## config.mk

```make
export PLATFORM = sky130hd
export DESIGN_NAME = dsadc_ctrl
export DESIGN_NICKNAME = d
export VERILOG_FILES = /design/src/shared/dsadc_pkg.sv /design/src/shared/dsadc_conv_if.sv /design/src/dsadc_ctrl.sv /design/src/dsadc_decim.sv
export SDC_FILE = /design/constraint.sdc
export NUM_CORES = 1
export LEC_CHECK = 0
export BUFFER_PORTS_ARGS = -buffer_cell sky130_fd_sc_hd__buf_2
export CAP_MARGIN = 20
export CORE_UTILIZATION = 52
export CTS_CLUSTER_DIAMETER = 200
export DETAILED_ROUTE_END_ITERATION = 8
export GPL_TIMING_DRIVEN = 0
export PLACE_DENSITY = 0.79
export SLEW_MARGIN = 0
export SYNTH_ARGS = -nofsm -noshare
export SYNTH_HDL_FRONTEND = slang
export SYNTH_SLANG_ARGS = --single-unit
```

## constraint.sdc

```tcl
create_clock -name clk_i -period 3.29 [get_ports clk_i]
set_input_delay 0.4935 -clock clk_i [delete_from_list [all_inputs] [get_ports clk_i]]
set_output_delay 0.4935 -clock clk_i [all_outputs]
set_load 0.02 [all_outputs]
```

## src/shared/dsadc_pkg.sv

```systemverilog
// Purpose: constants and types for the delta-sigma converter control block
// Assumes: classic wishbone, 32-bit data, byte addresses = offset * 4
// Notes:   register indices kept as printed; byte address is four times the index
//
// Overview of operation
// - filter reset aborts result, holds decimator
// - no new conversion until reset bit clears
// - sleep stops converter, keeps amplifier and bandgap
// - power off overrides sleep and reset
// - oversample code 0..8 gives 32768 down to 128
// - reference pair: internal at zero, external at one
// - clock ratio code 000 gives 30, 010 gives 12
// - buffer bits enable buffer, disable bypass; enable only while converter powered (run or reset)
// - hold bit keeps latest result, drops later
// - hold keeps converter running, done flag frozen
// - done flag set by hardware, cleared by software
// - result rate is master clock over N times OSR
// - master clock is source or source/2/(div+1)
// - lowest bit of secondary register reads zero
// - result is 24-bit two's complement
// - stored result replaced each conversion unless held
package dsadc_pkg;
   localparam logic [7:0] DSADC_IDX_CTL0 = 8'h07;
   localparam logic [7:0] DSADC_IDX_CTL1 = 8'h08;
   localparam logic [7:0] DSADC_IDX_CKDIV = 8'h09;
   localparam logic [7:0] DSADC_IDX_RES_LO = 8'h0a;
   localparam logic [7:0] DSADC_IDX_RES_MID = 8'h0b;
   localparam logic [7:0] DSADC_IDX_RES_HI = 8'h0c;
   localparam logic [7:0] DSADC_CTL0_RST = 8'h20;
   localparam logic [7:0] DSADC_CTL1_RST = 8'h00;
   localparam logic [4:0] DSADC_CKDIV_RST = 5'h00;
   localparam logic [4:0] DSADC_CKDIV_BYPASS = 5'h1f;
   localparam int DSADC_B_FRST = 7;
   localparam int DSADC_B_SLEEP = 6;
   localparam int DSADC_B_POFF = 5;
   localparam int DSADC_B_VREF = 0;
   localparam int DSADC_B_NBUF = 4;
   localparam int DSADC_B_PBUF = 3;
   localparam int DSADC_B_HOLD = 2;
   localparam int DSADC_B_DONE = 1;
   localparam logic [2:0] DSADC_CR_30 = 3'h0;
   localparam logic [2:0] DSADC_CR_12 = 3'h2;
   localparam logic [5:0] DSADC_N_30 = 6'h1e;
   localparam logic [5:0] DSADC_N_12 = 6'h0c;
   localparam logic [3:0] DSADC_OSR_MAX_CODE = 4'h8;
   localparam logic [15:0] DSADC_OSR_BASE = 16'h8000;
   localparam int DSADC_RES_W = 24;
   typedef enum logic [1:0] {
      DSADC_OFF   = 2'b00,
      DSADC_SLEEP = 2'b01,
      DSADC_RESET = 2'b10,
      DSADC_RUN   = 2'b11
   } dsadc_mode_t;
endpackage

```

## src/shared/dsadc_conv_if.sv

```systemverilog
// Purpose: carrier between control registers and decimation sequencer
// Assumes: single clock domain
// Notes:   ctl side drives settings, seq side returns result events
interface dsadc_conv_if;
   logic                 run;
   logic                 frst;
   logic [5:0]           n_ratio;
   logic [15:0]          osr;
   logic [4:0]           ckdiv;
   logic                 done;
   logic [23:0]          sample;
   modport ctl (output run, output frst, output n_ratio, output osr, output ckdiv,
                input done, input sample);
   modport seq (input run, input frst, input n_ratio, input osr, input ckdiv,
                output done, output sample);
endinterface

```

## src/dsadc_ctrl.sv

```systemverilog
// Purpose: register file and mode control of the delta-sigma converter
// Assumes: wishbone classic slave, word addressed via adr_i[9:2]
// Notes:   analog controls leave as registered levels
//
// Local design decision: the Wishbone interface to the registers.
module dsadc_ctrl (
   input  wire logic        clk_i,
   input  wire logic        rst_i,
   input  wire logic        cyc_i,
   input  wire logic        stb_i,
   input  wire logic        we_i,
   input  wire logic [31:0] adr_i,
   input  wire logic [3:0]  sel_i,
   input  wire logic [31:0] dat_i,
   input  wire logic        mod_bit_i,
   output logic      [31:0] dat_o,
   output logic             ack_o,
   output logic             err_o,
   output logic             pwr_conv_o,
   output logic             pwr_bandgap_o,
   output logic             pwr_amp_o,
   output logic             filt_rst_o,
   output logic             ref_ext_o,
   output logic             nbuf_en_o,
   output logic             nbuf_bypass_o,
   output logic             pbuf_en_o,
   output logic             pbuf_bypass_o,
   output logic [2:0]       mode_o
);
   typedef struct packed {
      logic [7:0]  ctl0;
      logic [7:0]  ctl1;
      logic [4:0]  ckdiv;
      logic [23:0] result;
      logic [31:0] dat;
      logic        ack;
      logic        err;
      logic [9:0]  ana;
      logic [2:0]  mode;
   } dsadc_ctl_t;
   dsadc_ctl_t s_q, s_d;
   dsadc_conv_if cv ();
   dsadc_pkg::dsadc_mode_t mode;
   logic req, wr, rd;
   logic [7:0] idx;

   function automatic logic [15:0] osr_of(input logic [3:0] code);
      // reserved codes fall back to the slowest setting
      if (code > dsadc_pkg::DSADC_OSR_MAX_CODE) osr_of = dsadc_pkg::DSADC_OSR_BASE;
      else osr_of = dsadc_pkg::DSADC_OSR_BASE >> code;
   endfunction

   function automatic logic [5:0] n_of(input logic [2:0] code);
      if (code == dsadc_pkg::DSADC_CR_12) n_of = dsadc_pkg::DSADC_N_12;
      else n_of = dsadc_pkg::DSADC_N_30;
   endfunction

   function automatic logic [7:0] merge(input logic [7:0] old, input logic [7:0] nw,
                                        input logic en);
      merge = en ? nw : old;
   endfunction

   assign req = cyc_i && stb_i && !s_q.ack && !s_q.err;
   assign idx = adr_i[9:2];
   assign wr = req && we_i;
   assign rd = req && !we_i;

   // power off wins over sleep, sleep over reset
   always_comb begin
      if (s_q.ctl0[dsadc_pkg::DSADC_B_POFF]) mode = dsadc_pkg::DSADC_OFF;
      else if (s_q.ctl0[dsadc_pkg::DSADC_B_SLEEP]) mode = dsadc_pkg::DSADC_SLEEP;
      else if (s_q.ctl0[dsadc_pkg::DSADC_B_FRST]) mode = dsadc_pkg::DSADC_RESET;
      else mode = dsadc_pkg::DSADC_RUN;
   end

   assign cv.run = (mode == dsadc_pkg::DSADC_RUN) || (mode == dsadc_pkg::DSADC_RESET);
   assign cv.frst = s_q.ctl0[dsadc_pkg::DSADC_B_FRST] || mode == dsadc_pkg::DSADC_SLEEP;
   assign cv.osr = osr_of(s_q.ctl0[4:1]);
   assign cv.n_ratio = n_of(s_q.ctl1[7:5]);
   assign cv.ckdiv = s_q.ckdiv;

   dsadc_decim u_decim (
      .clk_i     (clk_i),
      .rst_i     (rst_i),
      .mod_bit_i (mod_bit_i),
      .cv        (cv)
   );

   always_comb begin
      logic hold;
      logic on;
      hold = s_q.ctl1[dsadc_pkg::DSADC_B_HOLD];
      on = !s_q.ctl0[dsadc_pkg::DSADC_B_POFF];
      s_d = s_q;
      s_d.ack = 1'b0;
      s_d.err = 1'b0;
      if (req) begin
         s_d.dat = 32'h00000000;
         case (idx)
            dsadc_pkg::DSADC_IDX_CTL0: begin
               s_d.ack = 1'b1;
               s_d.dat = {24'h000000, s_q.ctl0};
               if (wr) s_d.ctl0 = merge(s_q.ctl0, dat_i[7:0], sel_i[0]);
            end
            dsadc_pkg::DSADC_IDX_CTL1: begin
               s_d.ack = 1'b1;
               s_d.dat = {24'h000000, s_q.ctl1[7:1], 1'b0};
               if (wr && sel_i[0]) s_d.ctl1 = {dat_i[7:1], 1'b0};
            end
            dsadc_pkg::DSADC_IDX_CKDIV: begin
               s_d.ack = 1'b1;
               s_d.dat = {27'h0000000, s_q.ckdiv};
               if (wr && sel_i[0]) s_d.ckdiv = dat_i[4:0];
            end
            dsadc_pkg::DSADC_IDX_RES_LO: begin
               s_d.ack = 1'b1;
               s_d.dat = {24'h000000, s_q.result[7:0]};
            end
            dsadc_pkg::DSADC_IDX_RES_MID: begin
               s_d.ack = 1'b1;
               s_d.dat = {24'h000000, s_q.result[15:8]};
            end
            dsadc_pkg::DSADC_IDX_RES_HI: begin
               s_d.ack = 1'b1;
               s_d.dat = {24'h000000, s_q.result[23:16]};
            end
            default: begin
               s_d.err = 1'b1;
            end
         endcase
      end
      // hardware set beats a software clear in the same cycle
      if (cv.done && !hold && on) begin
         s_d.ctl1[dsadc_pkg::DSADC_B_DONE] = 1'b1;
         s_d.result = cv.sample;
      end
      s_d.mode = 3'(mode);
      s_d.ana[0] = on && mode == dsadc_pkg::DSADC_RUN || mode == dsadc_pkg::DSADC_RESET;
      s_d.ana[1] = on;
      s_d.ana[2] = on;
      s_d.ana[3] = s_q.ctl0[dsadc_pkg::DSADC_B_FRST] && on;
      s_d.ana[4] = s_q.ctl0[dsadc_pkg::DSADC_B_VREF];
      s_d.ana[5] = s_q.ctl1[dsadc_pkg::DSADC_B_NBUF] && s_d.ana[0];
      s_d.ana[6] = !s_q.ctl1[dsadc_pkg::DSADC_B_NBUF];
      s_d.ana[7] = s_q.ctl1[dsadc_pkg::DSADC_B_PBUF] && s_d.ana[0];
      s_d.ana[8] = !s_q.ctl1[dsadc_pkg::DSADC_B_PBUF];
      s_d.ana[9] = 1'b0;
   end

   always_ff @(posedge clk_i) begin
      if (rst_i) begin
         s_q <= '0;
         s_q.ctl0 <= dsadc_pkg::DSADC_CTL0_RST;
         s_q.ctl1 <= dsadc_pkg::DSADC_CTL1_RST;
         s_q.ckdiv <= dsadc_pkg::DSADC_CKDIV_RST;
         s_q.mode <= 3'(dsadc_pkg::DSADC_OFF);
      end else begin
         s_q <= s_d;
      end
   end

   assign dat_o = s_q.dat;
   assign ack_o = s_q.ack;
   assign err_o = s_q.err;
   assign pwr_conv_o = s_q.ana[0];
   assign pwr_bandgap_o = s_q.ana[1];
   assign pwr_amp_o = s_q.ana[2];
   assign filt_rst_o = s_q.ana[3];
   assign ref_ext_o = s_q.ana[4];
   assign nbuf_en_o = s_q.ana[5];
   assign nbuf_bypass_o = s_q.ana[6];
   assign pbuf_en_o = s_q.ana[7];
   assign pbuf_bypass_o = s_q.ana[8];
   assign mode_o = s_q.mode;

   a_hold_freezes_result: assert property (@(posedge clk_i) disable iff (rst_i)
      s_q.ctl1[dsadc_pkg::DSADC_B_HOLD] |=> $stable(s_q.result))
      else $error("result changed while held");

   a_hold_freezes_done: assert property (@(posedge clk_i) disable iff (rst_i)
      s_q.ctl1[dsadc_pkg::DSADC_B_HOLD] && !(wr && idx == dsadc_pkg::DSADC_IDX_CTL1)
      |=> $stable(s_q.ctl1[dsadc_pkg::DSADC_B_DONE]))
      else $error("done flag moved while held");

   a_done_sets_flag: assert property (@(posedge clk_i) disable iff (rst_i)
      cv.done && !s_q.ctl1[dsadc_pkg::DSADC_B_HOLD] && !s_q.ctl0[dsadc_pkg::DSADC_B_POFF]
      |=> s_q.ctl1[dsadc_pkg::DSADC_B_DONE] && s_q.result == $past(cv.sample))
      else $error("completion not recorded");

   a_frst_no_result: assert property (@(posedge clk_i) disable iff (rst_i)
      s_q.ctl0[dsadc_pkg::DSADC_B_FRST] |-> ##2 !cv.done)
      else $error("result during filter reset");

   a_poff_all_off: assert property (@(posedge clk_i) disable iff (rst_i)
      s_q.ctl0[dsadc_pkg::DSADC_B_POFF] |=> !pwr_conv_o && !pwr_bandgap_o && !pwr_amp_o)
      else $error("power off not applied");

   a_sleep_keeps_amp: assert property (@(posedge clk_i) disable iff (rst_i)
      !s_q.ctl0[dsadc_pkg::DSADC_B_POFF] && s_q.ctl0[dsadc_pkg::DSADC_B_SLEEP]
      |=> !pwr_conv_o && pwr_amp_o && pwr_bandgap_o)
      else $error("sleep power state wrong");

   a_lsb_reads_zero: assert property (@(posedge clk_i) disable iff (rst_i)
      rd && idx == dsadc_pkg::DSADC_IDX_CTL1 |=> ack_o && dat_o[0] == 1'b0)
      else $error("unused bit read as one");

   a_ref_follows: assert property (@(posedge clk_i) disable iff (rst_i)
      ##1 ref_ext_o == $past(s_q.ctl0[dsadc_pkg::DSADC_B_VREF]))
      else $error("reference select not followed");

   a_buf_bypass: assert property (@(posedge clk_i) disable iff (rst_i)
      nbuf_en_o |-> !nbuf_bypass_o)
      else $error("buffer and bypass both on");
endmodule

```

## src/dsadc_decim.sv

```systemverilog
// Purpose: master clock divider and decimation result timer
// Assumes: source clock is clk; master clock is an enable derived here
// Notes:   sample value comes from modulator bits accumulated over one frame
module dsadc_decim (
   input  wire logic     clk_i,
   input  wire logic     rst_i,
   input  wire logic     mod_bit_i,
   dsadc_conv_if.seq     cv
);
   typedef struct packed {
      logic [5:0]  pre;
      logic        mclk_en;
      logic [5:0]  ncnt;
      logic [15:0] ocnt;
      logic [23:0] acc;
      logic        done;
      logic [23:0] sample;
   } dsadc_dec_t;
   dsadc_dec_t s_q, s_d;
   logic [5:0] pre_lim;

   // bypass code runs at source rate, else divide by 2*(div+1)
   assign pre_lim = (cv.ckdiv == dsadc_pkg::DSADC_CKDIV_BYPASS) ? 6'h00
                  : 6'({cv.ckdiv, 1'b1});

   always_comb begin
      s_d = s_q;
      s_d.done = 1'b0;
      s_d.mclk_en = 1'b0;
      if (s_q.pre >= pre_lim) begin
         s_d.pre = 6'h00;
         s_d.mclk_en = 1'b1;
      end else begin
         s_d.pre = s_q.pre + 6'h01;
      end
      if (!cv.run || cv.frst) begin
         s_d.ncnt = 6'h00;
         s_d.ocnt = 16'h0000;
         s_d.acc = 24'h000000;
      end else if (s_q.mclk_en) begin
         if (s_q.ncnt >= cv.n_ratio - 6'h01) begin
            s_d.ncnt = 6'h00;
            // modulator bit taken once per modulator clock
            s_d.acc = s_q.acc + (mod_bit_i ? 24'h000001 : 24'hffffff);
            if (s_q.ocnt >= cv.osr - 16'h0001) begin
               s_d.ocnt = 16'h0000;
               s_d.acc = 24'h000000;
               s_d.done = 1'b1;
               s_d.sample = s_q.acc;
            end else begin
               s_d.ocnt = s_q.ocnt + 16'h0001;
            end
         end else begin
            s_d.ncnt = s_q.ncnt + 6'h01;
         end
      end
   end

   always_ff @(posedge clk_i) begin
      if (rst_i) s_q <= '0;
      else s_q <= s_d;
   end

   assign cv.done = s_q.done;
   assign cv.sample = s_q.sample;
endmodule

```

==> results by group <==
Routing
  • Iteration-0 DRC count of the detailed router: approximately 530
  • Initial DRT Pass Iterations: 6
  • Wire length per cell: 15.0 um
  • Routed Antenna Nets: 0
  • DR vias: roughly 6600
  • Met2 WL post-DR: 8.35 mm
  • Drt total wl: 18.1 mm
  • Top Layer Used: met4
  • Met3 Routed Length: 948 um
  • Met1 WL: 8.18 mm
  • Residual DRC: 0
  • Vias/cell: approximately 5.4

Synthesis
  • Synthesized area: 7630 um2
  • Ys async rst share: 0
  • Sequential fraction of the synthesis area: 0.373
  • Top FF cell, synth: dfxtp_1
  • Synth warn: 0
  • Post-synthesis cell count: between 900 and 1000
  • Avg Inst Size Synth: 8.36 um2
  • Yosys reg bits: approximately 140
  • Number of synthesized flops with an enable pin: 0
  • Count of different cell masters after synthesis: 65

STA
  • Clock Skew: 0.00971 ns
  • Post-route minimum period: 3.33 ns
  • Setup Viol. Count Final: 6
  • RSZ-0062 raised after global routing: true
  • Worst setup margin: -0.0437 ns
  • Slew @ Worst Pin: 1.16 ns
  • Fmax: 300 MHz
  • Final Hold Viols: 0
  • Fin Setup TNS: -0.107 ns
  • Slew HR: 0.218
  • Final-report max-slew violation count: 0
  • Final period util: 1.01

Setup path
  • CP Capture Type: flop
  • Data required, critical path: about 3.6 ns
  • Crit path DAT: 3.63 ns
  • Crit-path max FO: 5
  • Reg-to-reg setup timing slack: -0.04 ns
  • FF-to-FF path depth: 15
  • RR Endpoint: u_decim.cv.sample[1]
  • Critical path class: reg -> reg
  • Critical R2R Launch: s_q[86]
  • Startpoint Class: flop

Layout
  • Synthesis-to-finish area growth: 17.8%
  • Commonest non-fill, non-tap cells in the layout: 139 x dfxtp_1, 121 x nand2_1, 116 x nor2_1
  • Layout cells sized above 1: 0.156
  • Fill count: 1143
  • ANT cells: 0
  • Most common cell after layout, fill and taps aside: dfxtp_1
  • Nets: 1140
  • Layout Utilization: 0.638

Hold path
  • WHS Path Cells: 3
  • Worst Hold End: s_q[91]
  • Hold Crit Start: dat_i[7]
  • HP Class: in -> reg

CTS
  • CTS tree: yes
  • Clock transition at the registers of the reported paths: 0.06 ns
  • Clock Root Buffer: clkbuf_16
  • Cts bufs inserted: 17
  • Clk_lat worst skew: 0.43 ns
  • Hold Buf Count CTS: 0
  • Clk sink count: 142
  • Htree depth: 4
  • Clock Path Buffers: 2

Global route
  • Overflow after GRT: 0
  • Vias in the first global route: 5992
  • Largest net degree at the start of global routing: 17
  • Total GRT Usage: 0.247
  • First-pass GRT wire length: approximately 29 mm
  • Initial antenna violation count: 0

Die
  • Core footprint: between 10000 and 15000 um2
  • Die area: around 15000 um2
  • Initial Util: 0.541
  • I/O pin count: 120
  • Row cnt: 43
  • Die Wd: 123 um
  • Die height: 123 um

Power and ir drop
  • Combinational share of power: 0.085
  • Switching power: 985 uW
  • Internal Power: 3170 uW
  • Cell area power density: 463 nW/um2
  • Peak supply drop: between 300 and 400 uV
  • Part of the power in the clock network: 0.493
  • Switching part of the total: 0.237
  • Sequential share of power: 0.422
  • Leakage dissipation: approximately 0.0036 uW
  • Tot Pwr: 4160 uW

Placement
  • IO Port Bufs: 42
  • Gpl congestion: 0.923
  • Hpwl dp: 12.9 mm

Outcome
  • Failing checks: negative setup slack
  • Status: finished with violations

Run
  • Max Cap Viol: 0
worst max path at each step:
stage / startpoint / endpoint / slack, ns
2_1_floorplan: s_q[86] / u_decim.cv.sample[10] / 0.09
3_3_place_gp: mod_bit_i / u_decim.s_q[48] / -0.45
3_5_place_dp: mod_bit_i / u_decim.s_q[44] / -0.49
4_1_cts: s_q[86] / u_decim.cv.sample[8] / 0.01
5_1_grt: s_q[86] / u_decim.cv.sample[1] / -0.22
6_report: s_q[86] / u_decim.cv.sample[1] / -0.04
power groups by stage:
stage | clock (uW) | sequential [uW] | combinational (uW)
floorplan | 0 | 1790 | 266
global placement | 0 | 1790 | 339
detailed placement | 0 | 1790 | 345
finish | 2050 | 1760 | 353
global route | 2130 | 1760 | 395
CTS | 2050 | 1760 | 349
per-stage QoR:
step | instance area [um2] | setup WS, ns | hold slack [ns] | cells
after floorplan | 7740 | 0.0912 | 0.420 | 942
after global placement | 8180 | -0.453 | 0.438 | 1164
after detailed placement | 8180 | -0.487 | 0.445 | 1164
after CTS | 8910 | 0.0135 | 0.313 | 1202
after global routing | 8990 | -0.217 | 0.333 | 1207
final | 8990 | -0.0437 | 0.317 | 1207
final cells by class:
cell class	instances	area, um2	area share
Timing Repair Buffer	52	309	0.0344
Clock buffer	18	439	0.0489
Tap cell	180	225	0.0251
Timing Repair inverter	1	5.00	0.000557
Clock inverter	14	193	0.0214
Inverter	24	93.8	0.0104
Buffer	78	488	0.0543
Sequential cell	142	2850	0.317
Multi-Input combinational cell	698	4390	0.488
cell families (layout without fill, tap and decap cells):
family          Yosys count  count (layout)  share of synthesized area
simple gates            338             338                      0.197
compound gates          184             184                      0.153
flops                   142             142                      0.373
buf+inv                 102             187                     0.0735
fa+ha+maj                52              52                     0.0862
mux                      52              52                     0.0694
xor+xnor                 41              41                     0.0471
other cells               2              31                   0.000984
cell usage after synthesis (3+ instances only):
| cell | number | share of area |
|---|---|---|
| nand2b_1 | 5 | 0.0041 |
| o31a_1 | 3 | 0.0034 |
| nand3b_1 | 3 | 0.0030 |
| a222oi_1 | 5 | 0.0066 |
| nor4_1 | 3 | 0.0025 |
| a31oi_1 | 4 | 0.0033 |
| a22oi_1 | 13 | 0.013 |
| buf_4 | 36 | 0.035 |
| nand4_1 | 13 | 0.011 |
| xnor2_1 | 15 | 0.017 |
| clkbuf_1 | 34 | 0.017 |
| mux2i_1 | 45 | 0.059 |
| a211oi_1 | 10 | 0.0098 |
| buf_1 | 3 | 0.0015 |
| a21o_1 | 16 | 0.016 |
| xor2_1 | 26 | 0.030 |
| a21boi_0 | 5 | 0.0049 |
| inv_1 | 24 | 0.012 |
| nand3_1 | 24 | 0.016 |
| or3_1 | 4 | 0.0033 |
| nand2_1 | 122 | 0.060 |
| ha_1 | 51 | 0.084 |
| and2_1 | 6 | 0.0049 |
| mux2_2 | 7 | 0.010 |
| a21oi_1 | 63 | 0.041 |
| dfxtp_1 | 142 | 0.37 |
| o21ai_0 | 38 | 0.025 |
| nor2b_1 | 4 | 0.0033 |
| nor2_1 | 119 | 0.059 |
| o211ai_1 | 4 | 0.0039 |
| nor3_1 | 17 | 0.011 |
metal layers:
layer / vias up / global-route usage
met2: 220 / 0.393
met4: 0 / 0.141
li1: 3337 / -
met1: 2976 / 0.313
met5: - / 0
met3: 44 / 0.0452
worst max-delay path, stage by stage (launching register included):
cell,delay [ns]
dfxtp_2,0.34
buf_8,0.11
nor2_4,0.05
a21oi_2,0.17
nor2_2,0.06
a311o_1,0.33
ha_1,0.29
nand4_1,0.11
or4_4,0.56
a221o_1,0.28
nand3_2,0.10
nor3b_4,0.19
buf_6,0.17
buf_4,0.15
mux2i_1,0.22
nor2_1,0.07
flip-flops by register name (all words and copies together) (netlist names):
name,flops
ack_o,1
cv.ckdiv,5
dat_o,8
err_o,1
filt_rst_o,1
mode_o,2
nbuf_bypass_o,1
nbuf_en_o,1
pbuf_bypass_o,1
pbuf_en_o,1
pwr_amp_o,1
pwr_conv_o,1
ref_ext_o,1
s_d,1
s_q,38
u_decim.cv.done,1
u_decim.cv.sample,24
u_decim.s_q,53
timing repair:
action                     4_1_cts  5_1_grt
setup buffers                    5        6
pin swaps                        3        7
setup endpoints to repair       56       55
hold endpoints to repair         0        0
resized for setup               10       22
cloned                           2        0
Power figures use the tool's default switching activity.
